## config.mk

```make
export PLATFORM = sky130hd
export DESIGN_NAME = brsm_top
export DESIGN_NICKNAME = d
export VERILOG_FILES = /design/src/pkg/brsm_pkg.sv /design/src/logic/brsm_cycle_timer.sv /design/src/logic/brsm_ramp_limit.sv /design/src/logic/brsm_top.sv
export VERILOG_INCLUDE_DIRS = /design/src /design/src/pkg
export SDC_FILE = /design/constraint.sdc
export NUM_CORES = 1
export LEC_CHECK = 0
export BUFFER_PORTS_ARGS = -buffer_cell sky130_fd_sc_hd__buf_2
export CORE_UTILIZATION = 59
export DETAILED_ROUTE_END_ITERATION = 7
export PLACE_DENSITY = 0.9
export SYNTH_ARGS = -nofsm -noshare
export SYNTH_HDL_FRONTEND = slang
export SYNTH_SLANG_ARGS = --single-unit
```

## constraint.sdc

```tcl
create_clock -name clk_sys -period 7 [get_ports clk_sys]
set_input_delay 1.4 -clock clk_sys [delete_from_list [all_inputs] [get_ports clk_sys]]
set_output_delay 1.4 -clock clk_sys [all_outputs]
set_load 0.005 [all_outputs]
```

## src/pkg/brsm_cfg.svh

```systemverilog
// Constants of the braking ramp safety monitor: timing, widths, limits.
// Assumes a 25 MHz system clock and a 4 ms safety monitoring cycle.
`ifndef BRSM_CFG_SVH
`define BRSM_CFG_SVH

`define BRSM_CLK_KHZ 25000
`define BRSM_MC_MS 4
`define BRSM_MC_CLKS (`BRSM_MC_MS * `BRSM_CLK_KHZ)
`define BRSM_MIN_DELAY_MS 10
`define BRSM_MIN_DELAY_MC 2
`define BRSM_MIN_DELAY_CYC_A ((`BRSM_MIN_DELAY_MS + `BRSM_MC_MS - 1) / `BRSM_MC_MS)
`define BRSM_MIN_DELAY_CYC \
    ((`BRSM_MIN_DELAY_CYC_A > `BRSM_MIN_DELAY_MC) ? `BRSM_MIN_DELAY_CYC_A : `BRSM_MIN_DELAY_MC)
`define BRSM_RAMP_DELAY_DEF_MS 16'h00FA
`define BRSM_SPD_W 16
`define BRSM_FRAC_W 8
`define BRSM_DIV_W 26

`endif

```

## src/pkg/brsm_pkg.sv

```systemverilog
// Types of the braking ramp safety monitor.
// Assumes brsm_cfg.svh for widths.
`include "brsm_cfg.svh"

package brsm_pkg;

    typedef enum logic [2:0] {
        BRSM_IDLE = 3'b000,
        BRSM_BRAKE = 3'b001,
        BRSM_TORQUE_OFF = 3'b011,
        BRSM_SAFE_OP = 3'b010,
        BRSM_LIMITED = 3'b110
    } brsm_state_t;

    typedef enum logic [1:0] {
        BRSM_KIND_CS = 2'b00,
        BRSM_KIND_OS = 2'b01,
        BRSM_KIND_LS = 2'b10
    } brsm_kind_t;

    typedef struct packed {
        logic controlled_stop;
        logic operating_stop;
        logic limited_speed;
        logic failsafe_input;
    } brsm_sel_t;

    typedef struct packed {
        logic [15:0] accel_speed_tolerance;
        logic [15:0] accel_shutdown_speed;
        logic [15:0] ramp_delay_time;
        logic [15:0] ramp_monitor_time;
        logic [15:0] ramp_reference_velocity;
        logic [15:0] torque_off_shutdown_speed;
        logic [15:0] controlled_stop_delay;
        logic [15:0] operating_stop_delay;
        logic [15:0] new_speed_limit;
    } brsm_cfg_t;

endpackage

```

## src/logic/brsm_cycle_timer.sv

```systemverilog
// Monitoring cycle divider: one-cycle tick every CYCLE_CLKS clocks.
// Assumes a single free-running system clock.
`timescale 1ns/1ps

module brsm_cycle_timer #(
    parameter int CYCLE_CLKS = 100000
) (
    input wire logic clk_sys,
    input wire logic rst_n,
    output logic tick
);

    logic [16:0] cnt;
    wire wrap = (cnt == 17'(CYCLE_CLKS - 1));

    always_ff @(posedge clk_sys or negedge rst_n) begin
        if (!rst_n) begin
            cnt <= 17'h0_0000;
            tick <= 1'b0;
        end else begin
            cnt <= wrap ? 17'h0_0000 : cnt + 17'h0_0001;
            tick <= wrap;
        end
    end

endmodule

```

## src/logic/brsm_ramp_limit.sv

```systemverilog
// Descending ramp limit, 16.8 fixed point, falling by ref*cycle/time per tick.
// Assumes start arrives well before the next tick; division takes 26 clocks.
`timescale 1ns/1ps

module brsm_ramp_limit (
    input wire logic clk_sys,
    input wire logic rst_n,
    input wire logic start,
    input wire logic tick,
    input wire logic [15:0] ref_vel,
    input wire logic [15:0] mon_time,
    output logic [23:0] limit
);

    logic [25:0] quo;
    logic [16:0] rem;
    logic [4:0] iter;
    logic busy;

    // Restoring divider step
    wire [16:0] rem_sh = {rem[15:0], quo[25]};
    wire ge = (rem_sh >= {1'b0, mon_time});
    wire [16:0] next_rem = ge ? (rem_sh - {1'b0, mon_time}) : rem_sh;
    wire [25:0] lim_w = {2'b00, limit};
    wire [23:0] next_limit = (lim_w > quo) ? 24'(lim_w - quo) : 24'h00_0000;

    always_ff @(posedge clk_sys or negedge rst_n) begin
        if (!rst_n) begin
            quo <= 26'h000_0000;
            rem <= 17'h0_0000;
            iter <= 5'h00;
            busy <= 1'b0;
            limit <= 24'h00_0000;
        end else if (start) begin
            quo <= {ref_vel, 2'b00, 8'h00};
            rem <= 17'h0_0000;
            iter <= 5'h19;
            busy <= 1'b1;
            limit <= {ref_vel, 8'h00};
        end else if (busy) begin
            rem <= next_rem;
            quo <= {quo[24:0], ge};
            iter <= iter - 5'h01;
            busy <= (iter != 5'h00);
        end else if (tick) begin
            limit <= next_limit;
        end
    end

endmodule

```

## src/logic/brsm_top.sv

```systemverilog
// Braking ramp safety monitor: stop sequencing, acceleration and ramp monitors.
// Assumes inputs synchronous to clk_sys; speed is an unsigned magnitude.
`timescale 1ns/1ps
`include "brsm_cfg.svh"

module brsm_top #(
    parameter int MC_CLKS = `BRSM_MC_CLKS
) (
    input wire logic clk_sys,
    input wire logic rst_n,
    input wire brsm_pkg::brsm_sel_t sel,
    input wire logic sel_from_diag,
    input wire brsm_pkg::brsm_cfg_t cfg,
    input wire logic [15:0] speed_actual,
    input wire logic msg_ack,
    output logic torque_off,
    output logic safe_operating_stop,
    output logic limited_speed,
    output logic [15:0] speed_limit_out,
    output logic setpoint_zero,
    output logic fast_stop_ramp,
    output logic accel_monitor,
    output logic brake_ramp_monitor,
    output logic limit_exceeded_message,
    output logic [15:0] accel_ceiling
);

    // ------------------------------------------------------------
    // Cycle rounding
    // ------------------------------------------------------------
    function automatic logic [15:0] ms_to_cyc(input logic [15:0] ms);
        logic [16:0] sum;
        sum = {1'b0, ms} + 17'h0_0002;
        return sum[16:1] >> 1;
    endfunction

    // ------------------------------------------------------------
    // Monitoring cycle tick and ramp limit
    // ------------------------------------------------------------
    logic tick;
    logic ramp_start;
    logic [23:0] ramp_limit;

    brsm_cycle_timer #(
        .CYCLE_CLKS(MC_CLKS)
    ) u_timer (
        .clk_sys(clk_sys),
        .rst_n(rst_n),
        .tick(tick)
    );

    brsm_ramp_limit u_ramp (
        .clk_sys(clk_sys),
        .rst_n(rst_n),
        .start(ramp_start),
        .tick(tick),
        .ref_vel(cfg.ramp_reference_velocity),
        .mon_time(cfg.ramp_monitor_time),
        .limit(ramp_limit)
    );

    // ------------------------------------------------------------
    // Selection decode
    // ------------------------------------------------------------
    brsm_pkg::brsm_state_t state;
    brsm_pkg::brsm_state_t next_state;
    brsm_pkg::brsm_kind_t kind;
    brsm_pkg::brsm_kind_t next_kind;
    logic [15:0] cyc;
    logic [16:0] ceiling;

    // Diagnostic telegrams select nothing
    wire [3:0] sel_ok = sel_from_diag ? 4'h0 : sel;
    wire sel_cs = sel_ok[3] | sel_ok[0];
    wire sel_os = sel_ok[2];
    wire sel_ls = sel_ok[1];
    wire any_sel = sel_cs | sel_os | sel_ls;
    wire cs_delay_zero = (cfg.controlled_stop_delay == 16'h0000);
    wire fi_direct = sel_ok[0] & cs_delay_zero;

    // ------------------------------------------------------------
    // Delay counts in monitoring cycles
    // ------------------------------------------------------------
    wire [15:0] delay_rnd = ms_to_cyc(cfg.ramp_delay_time);
    wire [15:0] min_delay = 16'(`BRSM_MIN_DELAY_CYC);
    wire [15:0] ramp_delay_cyc = (delay_rnd < min_delay) ? min_delay : delay_rnd;
    wire [15:0] cs_delay_cyc = ms_to_cyc(cfg.controlled_stop_delay);
    wire [15:0] os_delay_cyc = ms_to_cyc(cfg.operating_stop_delay);

    // ------------------------------------------------------------
    // Monitors, evaluated on the sampled speed each tick
    // ------------------------------------------------------------
    wire [16:0] spd = {1'b0, speed_actual};
    wire [16:0] spd_tol = spd + {1'b0, cfg.accel_speed_tolerance};
    wire braking = (state == brsm_pkg::BRSM_BRAKE);
    wire acc_kind = (kind != brsm_pkg::BRSM_KIND_LS);
    wire acc_run = braking & acc_kind & accel_monitor;
    wire acc_viol = acc_run & (spd > ceiling);
    wire acc_below = (speed_actual < cfg.accel_shutdown_speed);
    wire [16:0] next_ceiling = (spd_tol < ceiling) ? spd_tol : ceiling;
    wire [16:0] cyc_el = {1'b0, cyc} + 17'h0_0001;
    wire ramp_due = braking & acc_kind & (cyc_el >= {1'b0, ramp_delay_cyc});
    wire ramp_viol = ramp_due & ({speed_actual, 8'h00} > ramp_limit);
    wire violation = tick & (acc_viol | ramp_viol);

    // End of the braking phase per stop kind
    wire cs_end = (speed_actual < cfg.torque_off_shutdown_speed) | (cyc_el >= {1'b0, cs_delay_cyc});
    wire os_end = (cyc_el >= {1'b0, os_delay_cyc});
    wire ls_end = (speed_actual <= cfg.new_speed_limit);

    // ------------------------------------------------------------
    // Sequencer next state
    // ------------------------------------------------------------
    always_comb begin
        next_state = state;
        next_kind = kind;
        if (violation) begin
            next_state = brsm_pkg::BRSM_TORQUE_OFF;
        end else if (tick) begin
            unique case (state)
                brsm_pkg::BRSM_IDLE: begin
                    if (fi_direct) begin
                        next_state = brsm_pkg::BRSM_TORQUE_OFF;
                    end else if (any_sel) begin
                        next_state = brsm_pkg::BRSM_BRAKE;
                        if (sel_cs) begin
                            next_kind = brsm_pkg::BRSM_KIND_CS;
                        end else if (sel_os) begin
                            next_kind = brsm_pkg::BRSM_KIND_OS;
                        end else begin
                            next_kind = brsm_pkg::BRSM_KIND_LS;
                        end
                    end
                end
                brsm_pkg::BRSM_BRAKE: begin
                    unique case (kind)
                        brsm_pkg::BRSM_KIND_CS: begin
                            if (cs_end) begin
                                next_state = brsm_pkg::BRSM_TORQUE_OFF;
                            end
                        end
                        brsm_pkg::BRSM_KIND_OS: begin
                            if (os_end) begin
                                next_state = brsm_pkg::BRSM_SAFE_OP;
                            end
                        end
                        default: begin
                            if (ls_end) begin
                                next_state = brsm_pkg::BRSM_LIMITED;
                            end
                        end
                    endcase
                end
                brsm_pkg::BRSM_TORQUE_OFF: begin
                    if (!any_sel && !limit_exceeded_message) begin
                        next_state = brsm_pkg::BRSM_IDLE;
                    end
                end
                brsm_pkg::BRSM_SAFE_OP: begin
                    if (!sel_os) begin
                        next_state = brsm_pkg::BRSM_IDLE;
                    end
                end
                brsm_pkg::BRSM_LIMITED: begin
                    if (!sel_ls) begin
                        next_state = brsm_pkg::BRSM_IDLE;
                    end
                end
                default: begin
                    next_state = brsm_pkg::BRSM_TORQUE_OFF;
                end
            endcase
        end
    end

    // ------------------------------------------------------------
    // Derived controls
    // ------------------------------------------------------------
    wire enter_brake = tick & (state == brsm_pkg::BRSM_IDLE) & (next_state == brsm_pkg::BRSM_BRAKE);
    wire stopping = (next_state == brsm_pkg::BRSM_BRAKE) & (next_kind != brsm_pkg::BRSM_KIND_LS);
    wire next_to = (next_state == brsm_pkg::BRSM_TORQUE_OFF);
    wire next_sz = stopping | next_to | (next_state == brsm_pkg::BRSM_SAFE_OP);
    wire next_acc = enter_brake ? (next_kind != brsm_pkg::BRSM_KIND_LS)
                  : (accel_monitor & (next_state == brsm_pkg::BRSM_BRAKE) & ~(tick & acc_below) & ~violation);
    wire next_msg = violation | (limit_exceeded_message & ~msg_ack);
    wire [15:0] next_cyc = enter_brake ? 16'h0000
                         : ((tick & braking & (cyc != 16'hFFFF)) ? cyc + 16'h0001 : cyc);
    wire [16:0] ceil_upd = enter_brake ? spd_tol : ((tick & acc_run) ? next_ceiling : ceiling);
    wire next_rm = stopping & ~enter_brake & (next_cyc >= ramp_delay_cyc);
    wire [15:0] next_lim = (next_state == brsm_pkg::BRSM_LIMITED) ? cfg.new_speed_limit : speed_limit_out;

    assign ramp_start = enter_brake;

    // ------------------------------------------------------------
    // State and monitor registers
    // ------------------------------------------------------------
    always_ff @(posedge clk_sys or negedge rst_n) begin
        if (!rst_n) begin
            state <= brsm_pkg::BRSM_IDLE;
            kind <= brsm_pkg::BRSM_KIND_CS;
            cyc <= 16'h0000;
            ceiling <= 17'h1_FFFF;
        end else begin
            state <= next_state;
            kind <= next_kind;
            cyc <= next_cyc;
            ceiling <= ceil_upd;
        end
    end

    // ------------------------------------------------------------
    // Output registers
    // ------------------------------------------------------------
    always_ff @(posedge clk_sys or negedge rst_n) begin
        if (!rst_n) begin
            torque_off <= 1'b0;
            safe_operating_stop <= 1'b0;
            limited_speed <= 1'b0;
            speed_limit_out <= 16'h0000;
            setpoint_zero <= 1'b0;
            fast_stop_ramp <= 1'b0;
            accel_monitor <= 1'b0;
            brake_ramp_monitor <= 1'b0;
            limit_exceeded_message <= 1'b0;
            accel_ceiling <= 16'h0000;
        end else begin
            torque_off <= next_to;
            safe_operating_stop <= (next_state == brsm_pkg::BRSM_SAFE_OP);
            limited_speed <= (next_state == brsm_pkg::BRSM_LIMITED);
            speed_limit_out <= next_lim;
            setpoint_zero <= next_sz;
            fast_stop_ramp <= stopping;
            accel_monitor <= next_acc;
            brake_ramp_monitor <= next_rm;
            limit_exceeded_message <= next_msg;
            accel_ceiling <= ceil_upd[16] ? 16'hFFFF : ceil_upd[15:0];
        end
    end

endmodule

```

After elaboration in Yosys (flattened, before gate mapping):

Index checks and enable logic that the tools add are counted.

* bits in registers: 168
* input port bits: 168
* output and inout bits: 40
* logic and storage cells: 142

* reduce and logical (&&, ||, !) cells: 10
* add/sub/neg operators: 10
* equality and inequality tests: 14
* muxes and demuxes: 42
* bitwise logic cells: 32
* magnitude comparators: 13

Operators by type and width (number)
* 16-bit 2-to-1 mux: 6
* 24-bit 2-to-1 mux: 4
* 17-bit 2-to-1 mux: 4
* 26-bit 2-to-1 mux: 2
* 16-bit by 2-bit adder with 17-bit output (second input constant): 3
* 17-bit by 15-bit greater-or-equal comparator with 1-bit output: 3
* 16-bit < comparator: 2
* 3-bit 2-to-1 mux: 10
* 24-bit by 26-bit > comparator with 1-bit output: 1
* 24-bit > comparator: 1
* 24-bit subtractor: 1
* 1-bit bitwise AND: 20
* 16-bit by 1-bit adder with 17-bit output (second input constant): 1
* 16-bit by 16-bit adder with 17-bit output: 1
* 17-bit by 1-bit adder with 17-bit output (second input constant): 1
* 17-bit == test (second input constant): 1
* 17-bit by 16-bit greater-or-equal comparator with 1-bit output: 1
* 16-bit by 17-bit > comparator with 1-bit output: 1
* 17-bit < comparator: 1
* 16-bit by 1-bit adder with 16-bit output (second input constant): 1
* 16-bit by 15-bit greater-or-equal comparator with 1-bit output: 1
* 16-bit less-or-equal comparator: 1
* 16-bit zero test: 1
* 16-bit inequality test (second input constant): 1
* 24 further kinds: 52

Logic depth before layout (Yosys ltp):

* depth in word-level cells: 15
* gate-level depth with buffers: 34
* depth with buffers taken out: 31

By module:

Synthesis repeated with hierarchy kept, for this count alone.

* cell total of the unflattened synthesis: 1716
* area, all modules: 14995.6 um2

Modules (own cells, without submodules)
* brsm_top: instances 1, sequential area each 1973.1 um2, area an instance 8805.9 um2, cells an instance 1005
* brsm_ramp_limit: instances 1, sequential area each 1801.7 um2, area an instance 5371.4 um2, cells an instance 636
* brsm_cycle_timer: instances 1, sequential area each 450.4 um2, area an instance 818.3 um2, cells an instance 75

Least setup slack after synthesis:

OpenSTA, ideal clock, no wires.

* path type: in2reg
* from: input cfg[101] (netlist bit)
* to: register brake_ramp_monitor
* stages on the path: 34
* library setup time: 126 ps
* path slack: 31 ps
* path buffers: 3
* arrival: 6843 ps
* data required time: 6874 ps
* cells stage by stage: nand3_1 > nor2_1 > nand2_1 > or3_1 > nor2_1 > xnor2_1 > nand4_1 > nor3_1 > or2_2 > ha_1 > nand2b_1 > a31oi_1 > o21ai_0 > a2111o_1 > o211ai_1 > o2111ai_1 > o221a_2 > and4_1 > buf_6 > buf_6 > buf_4 > or2_2 > ha_1 > nand2b_1 > a21o_1 > a21oi_1 > nor2b_1 > o21ai_0 > nand2b_1 > a21oi_1 > o21ai_0 > nand2_1 > a31oi_1 > o311a_1

* longest elaborated chain between the ends: 14
* elaborated cells on any way between the ends: 19
* those cells by class: add/sub (1); order compare (3); eq/ne (2); mux (4); bitwise (9)

RTL lines
* start: declaration: line brsm_top.sv:13 `input wire brsm_pkg::brsm_cfg_t cfg,`
* 16-bit by 2-bit adder with 17-bit output (*): line brsm_top.sv:33 `sum = {1'b0, ms} + 17'h0_0002;`
* 15-bit by 2-bit < comparator with 1-bit output: line brsm_top.sv:86 `wire [15:0] ramp_delay_cyc = (delay_rnd < min_delay) ? min_delay : delay_rnd;`
* 15-bit 2-to-1 mux (*): line brsm_top.sv:86
* 17-bit by 15-bit greater-or-equal comparator with 1-bit output (*): line brsm_top.sv:102 `wire ramp_due = braking & acc_kind & (cyc_el >= {1'b0, ramp_delay_cyc});`
* 1-bit bitwise AND (*): line brsm_top.sv:102
* 1-bit bitwise AND (*): line brsm_top.sv:103 `wire ramp_viol = ramp_due & ({speed_actual, 8'h00} > ramp_limit);`
* 1-bit OR (*): line brsm_top.sv:104 `wire violation = tick & (acc_viol | ramp_viol);`
* 1-bit bitwise AND (*): line brsm_top.sv:104
* 3-bit 2-to-1 mux (*): line brsm_top.sv:117 `if (violation) begin`
* net next_state[0]: line brsm_top.sv:66 `brsm_pkg::brsm_state_t next_state;`
* 3-bit by 1-bit == test with 1-bit output (*): line brsm_top.sv:179, brsm_top.sv:180
* 1-bit bitwise AND: line brsm_top.sv:179 `wire enter_brake = tick & (state == brsm_pkg::BRSM_IDLE) & (next_state == brsm_pkg::BRSM_BRAKE);`
* 16-bit 2-to-1 mux or 1-bit NOT (tied branches): line brsm_top.sv:186, brsm_top.sv:189
* 16-bit by 15-bit greater-or-equal comparator with 1-bit output or 1-bit bitwise AND (tied branches): line brsm_top.sv:189 `wire next_rm = stopping & ~enter_brake & (next_cyc >= ramp_delay_cyc);`
* 1-bit bitwise AND (*): line brsm_top.sv:189
* net next_rm: line brsm_top.sv:189
* end signal: assignment: line brsm_top.sv:234 `brake_ramp_monitor <= next_rm;`
* end: declaration: line brsm_top.sv:23 `output logic brake_ramp_monitor,`

Mark *: on every way through the listed nets, which the timed path passes. The rest lies on a longest branch.
A chain may end at the register's enable or synchronous reset.

Worst setup path after layout:

* from: input cfg[99] (netlist bit)
* to: register brake_ramp_monitor

Same word-level chain as after synthesis.

==> results <==
- The clock sink count is 168.
- Synthesis produced a netlist whose cell count is 1,626.
- For this configuration, the core starts out at a cell density of 0.6069.
- The cell area power density is 204.5 nW/µm².
- Dividing the detail-routed wire length by the instance count gives 18.03 µm.
- The number of detailed-routing iterations run before antenna repair is 6.
- The share of the synthesized area in compound gates (AO/OA/AOI/OAI) is 0.1674.
- The worst hold path belongs to the class reg -> reg.
- The fraction of layout cells with a size suffix above 1 is 0.1902.
- The critical path endpoint category is a register.
- The number of enable flip-flop cells after synthesis is 0.
- In the layout the commonest cells are ha_1, buf_2, dfrtp_1, inv_1, nor2_1.
- After detailed routing, the number of remaining DRC violations is 0.
- The synthesis-to-layout area growth is 15.59%.
- The number of global-route vias before repair was 13,295.
- The number of distinct library cells after synthesis is 77.
- The die boundary width is 158.1 µm.
- Clock tree synthesis inserted a total of 17 buffers.
- At the worst endpoint, the arrival time is 6.98 ns.
- The time the final worst path needs with I/O delays and setup is 6.667 ns.
- The final count of pins violating max slew is 0.
- Hold is met by 0.4778 ns.
- The static leakage is 7.953 nW.
- The worst setup path category is in -> reg.
- The flow ran to the end, and the final reports show no timing, DRC or antenna violations.
- The count of port buffers added during placement is 205.
- Along the worst hold path, the cell count comes to 1.
- The share of synthesized area occupied by flip-flops and latches is 0.2940.
- Dividing the final minimum period by the clock period gives 0.9524.
- After synthesis, the share of flip-flops with an asynchronous set or reset is 1.000.
- The clock tree synthesis step divided the H-tree into 4 levels.
- The number of nets in the synthesized netlist is 2,014.
- The cell with the biggest individual delay on the critical path is a2111o_1.
- For this run the aggregate overflow at the end of global routing stands at 0.
- Across every metal layer, demand over resource in global routing totals 0.3231.
- The most repeated library cell on the critical path is nand2b_1.
- The detailed route wirelength on metal3 is 2.790 mm.
- Sorting the synthesized cells by area gives the leading types as dfrtp_1, ha_1, xor2_1.
- The kind of launch point of the worst setup path is a primary input.
- Setup violations remaining at the end of the flow were counted as 0.
- The average cell area after synthesis is 8.839 µm².
- Measured against the total synthesized area, the mux share comes to 0.04422.
- The summed instance area of the synthesized netlist is 14,370 µm².
- The number of antenna-violating nets in the routed design is 0.
- At the pin with the least slew margin, the transition time is 1.111 ns.
- Of all nets on the critical path, the largest fanout is 4.
- The longest clock path from root to sink contains 2 buffers.
- The register bit count reported by yosys is 168.
- The required time of the worst setup path is 7.32 ns.
- Across all layers, the routed design uses 13,367 vias.
- In the final routing, the length of wire on met1 measures 16.05 mm.
- The last weighted congestion value of the routability-driven placer is 0.9623.
- The initial antenna violation count is 4.
- The floorplan step set the die height to 158.1 µm.
- The max-capacitance violation count is 0.
- After detailed routing, the number of vias per cell comes to 6.109.
- The uppermost metal layer occupied by signal nets is met5.
- Entering global routing, the biggest net connects 80 pins.
- For this run, the leading register cell type out of synthesis is dfrtp_1.
- Of the total synthesized cell area, the portion taken by full adders, half adders and majority gates is 0.1931.
- The hold violation total from the final report is 0.
- For this run, the number of Yosys warnings is 0.
- Clock tree synthesis selected as its root buffer the cell clkbuf_16.
- Once detailed placement completed, the half-perimeter wirelength came to 29.85 mm.
- The first routing iteration left 887 violations.
- The floorplan row count is 56.
- The count of hold buffers inserted by post-cts repair is 0.
- Leaving out fill and tap cells, the most frequent cell in the layout is ha_1.
- The number of top-level pins is 208.
- Of the total synthesized cell area, the portion taken by AND, OR, NAND and NOR gates is 0.1714.
- The maximum cell stage delay along the critical path is 0.48 ns.
- The fraction of synthesized cell area taken by the top area cell type is 0.2629.
- dfrtp_1 takes more of the synthesized area than any other cell.
- The wire length of the first global-routing pass is 63.49 mm.
- The headroom to the max-slew limit is 0.2582.
- After detailed routing, the total wire length is 39.45 mm.
- The area share of xor/xnor cells in the synthesized design is 0.07739.
- The area of the die is 24,990 µm².
- Across the VDD grid, the largest voltage drop is 0.0002359 V.
- TritonCTS built the clock tree.
- The worst clock skew is 0.02231 ns.
- The overall power after layout is 3.397 mW.
- At the later pin of the worst-skew pair, clock insertion delay measures 0.45 ns.
- In the detailed route, the total length drawn on met2 is 18.73 mm.
- The placeable core region is 23,680 µm².
- After clock tree synthesis, the clock-pin slew on the worst setup and hold paths is 0.07 ns.
- By area, the combinational part of the netlist is dominated by adder cells.
- The final layout contains 2,241 nets.
- The number of cell instances on the worst register-to-register path is 30.
- The maximum clock frequency is 150.0 MHz.
report_power, final:
group	switching [mW]	total, mW	internal, mW
Combinational	0.712	1.26	0.549
Clock	0.446	0.955	0.509
Sequential	0.0999	1.18	1.08
Total	1.26	3.40	2.14
registers in the layout (all words and copies together) (netlist names), 2 cells and up:
| register | cells |
|---|---|
| speed_limit_out | 16 |
| cyc | 16 |
| state | 3 |
| u_ramp.quo | 26 |
| kind | 2 |
| u_ramp.iter | 5 |
| u_timer.cnt | 17 |
| u_ramp.limit | 24 |
| accel_ceiling | 16 |
| u_ramp.rem | 16 |
| ceiling | 17 |
worst paths after layout:
kind                            slack (ns)                     start                           end
worst min register to register        0.48  u_timer.cnt[4]$_DFF_PN0_      u_timer.cnt[4]$_DFF_PN0_
max in group asynchronous             4.71                     rst_n         u_ramp.busy$_DFF_PN0_
min in group asynchronous             0.99                     rst_n   accel_ceiling[10]$_DFF_PN0_
worst max register to register        0.49          cyc[0]$_DFF_PN0_  brake_ramp_monitor$_DFF_PN0_
worst max-delay path                  0.33                   cfg[99]  brake_ramp_monitor$_DFF_PN0_
worst min-delay path                  0.48  u_timer.cnt[4]$_DFF_PN0_      u_timer.cnt[4]$_DFF_PN0_
synth_stat cells, drive strengths merged (7+ instances only):
library cell,number
o31ai,11
nor3,48
o31a,12
nand4,35
and4,7
buf,21
and3,15
o21ai,79
nor2b,16
or2,9
inv,147
a31oi,26
a211oi,32
o211ai,11
nor2,124
o21a,13
mux2,33
dfrtp,151
nor4,14
ha,217
dfstp,17
o2111ai,8
nand2b,15
clkbuf,19
a21oi,103
mux2i,26
nand3,59
or3,11
xor2,67
xnor2,60
nand2,114
a21o,32
through the flow:
step	instance area, µm²	cells	setup WS, ns	util	TNS, ns
global route	16610	2185	-0.06713	0.7012	-0.06713
CTS	16520	2183	0.05072	0.6974	0
floorplan	14370	1626	0.03149	-	0
detailed placement	15930	2151	-0.5157	0.6727	-0.6402
finish	16610	2188	0.3333	0.7015	0
global placement	15930	2151	-0.2535	0.6727	-0.2535
timing repair:
item                                    in CTS  in global routing
endpoints found under the hold margin        0                  0
pin swaps                                    0                 19
buffers inserted                             0                  2
gates resized for setup                      2                 21
endpoints found under the setup margin       1                  1
critical path: cells and delay by family:
family | cells | cell delay, ns
compound gates | 13 | 2.52
xor+xnor | 1 | 0.13
simple gates | 15 | 2.31
buf+inv | 1 | 0.10
fa+ha+maj | 2 | 0.50
cell type report:
| class | instances | area [µm²] |
|---|---|---|
| multi-input cells | 1270 | 9479 |
| fillers | 1850 | 7069 |
| diodes | 3 | 7.507 |
| clock buffers | 18 | 439.2 |
| repair buffers | 248 | 1368 |
| well taps | 319 | 399.1 |
| clock inverters | 14 | 138.9 |
| flip-flops and latches | 168 | 4227 |
| inverters | 148 | 555.5 |
logic make-up (layout without fill, tap and decap cells):
group                      Yosys count  after routing
and+or+nand+nor                    494            494
AOI/OAI and AO/OA                  370            370
adders and majority gates          220            220
buffers and inverters              188            428
DFF                                168            168
xor gates and xnor gates           127            127
muxes                               59             59
other                                0              3
layer usage:
layer	vias to the layer above	track usage
li1	6327	-
met1	6332	0.3859
met2	549	0.5465
met3	157	0.06570
met4	2	0.1731
met5	-	0
Note: power is estimated with default switching activity, not from simulation.
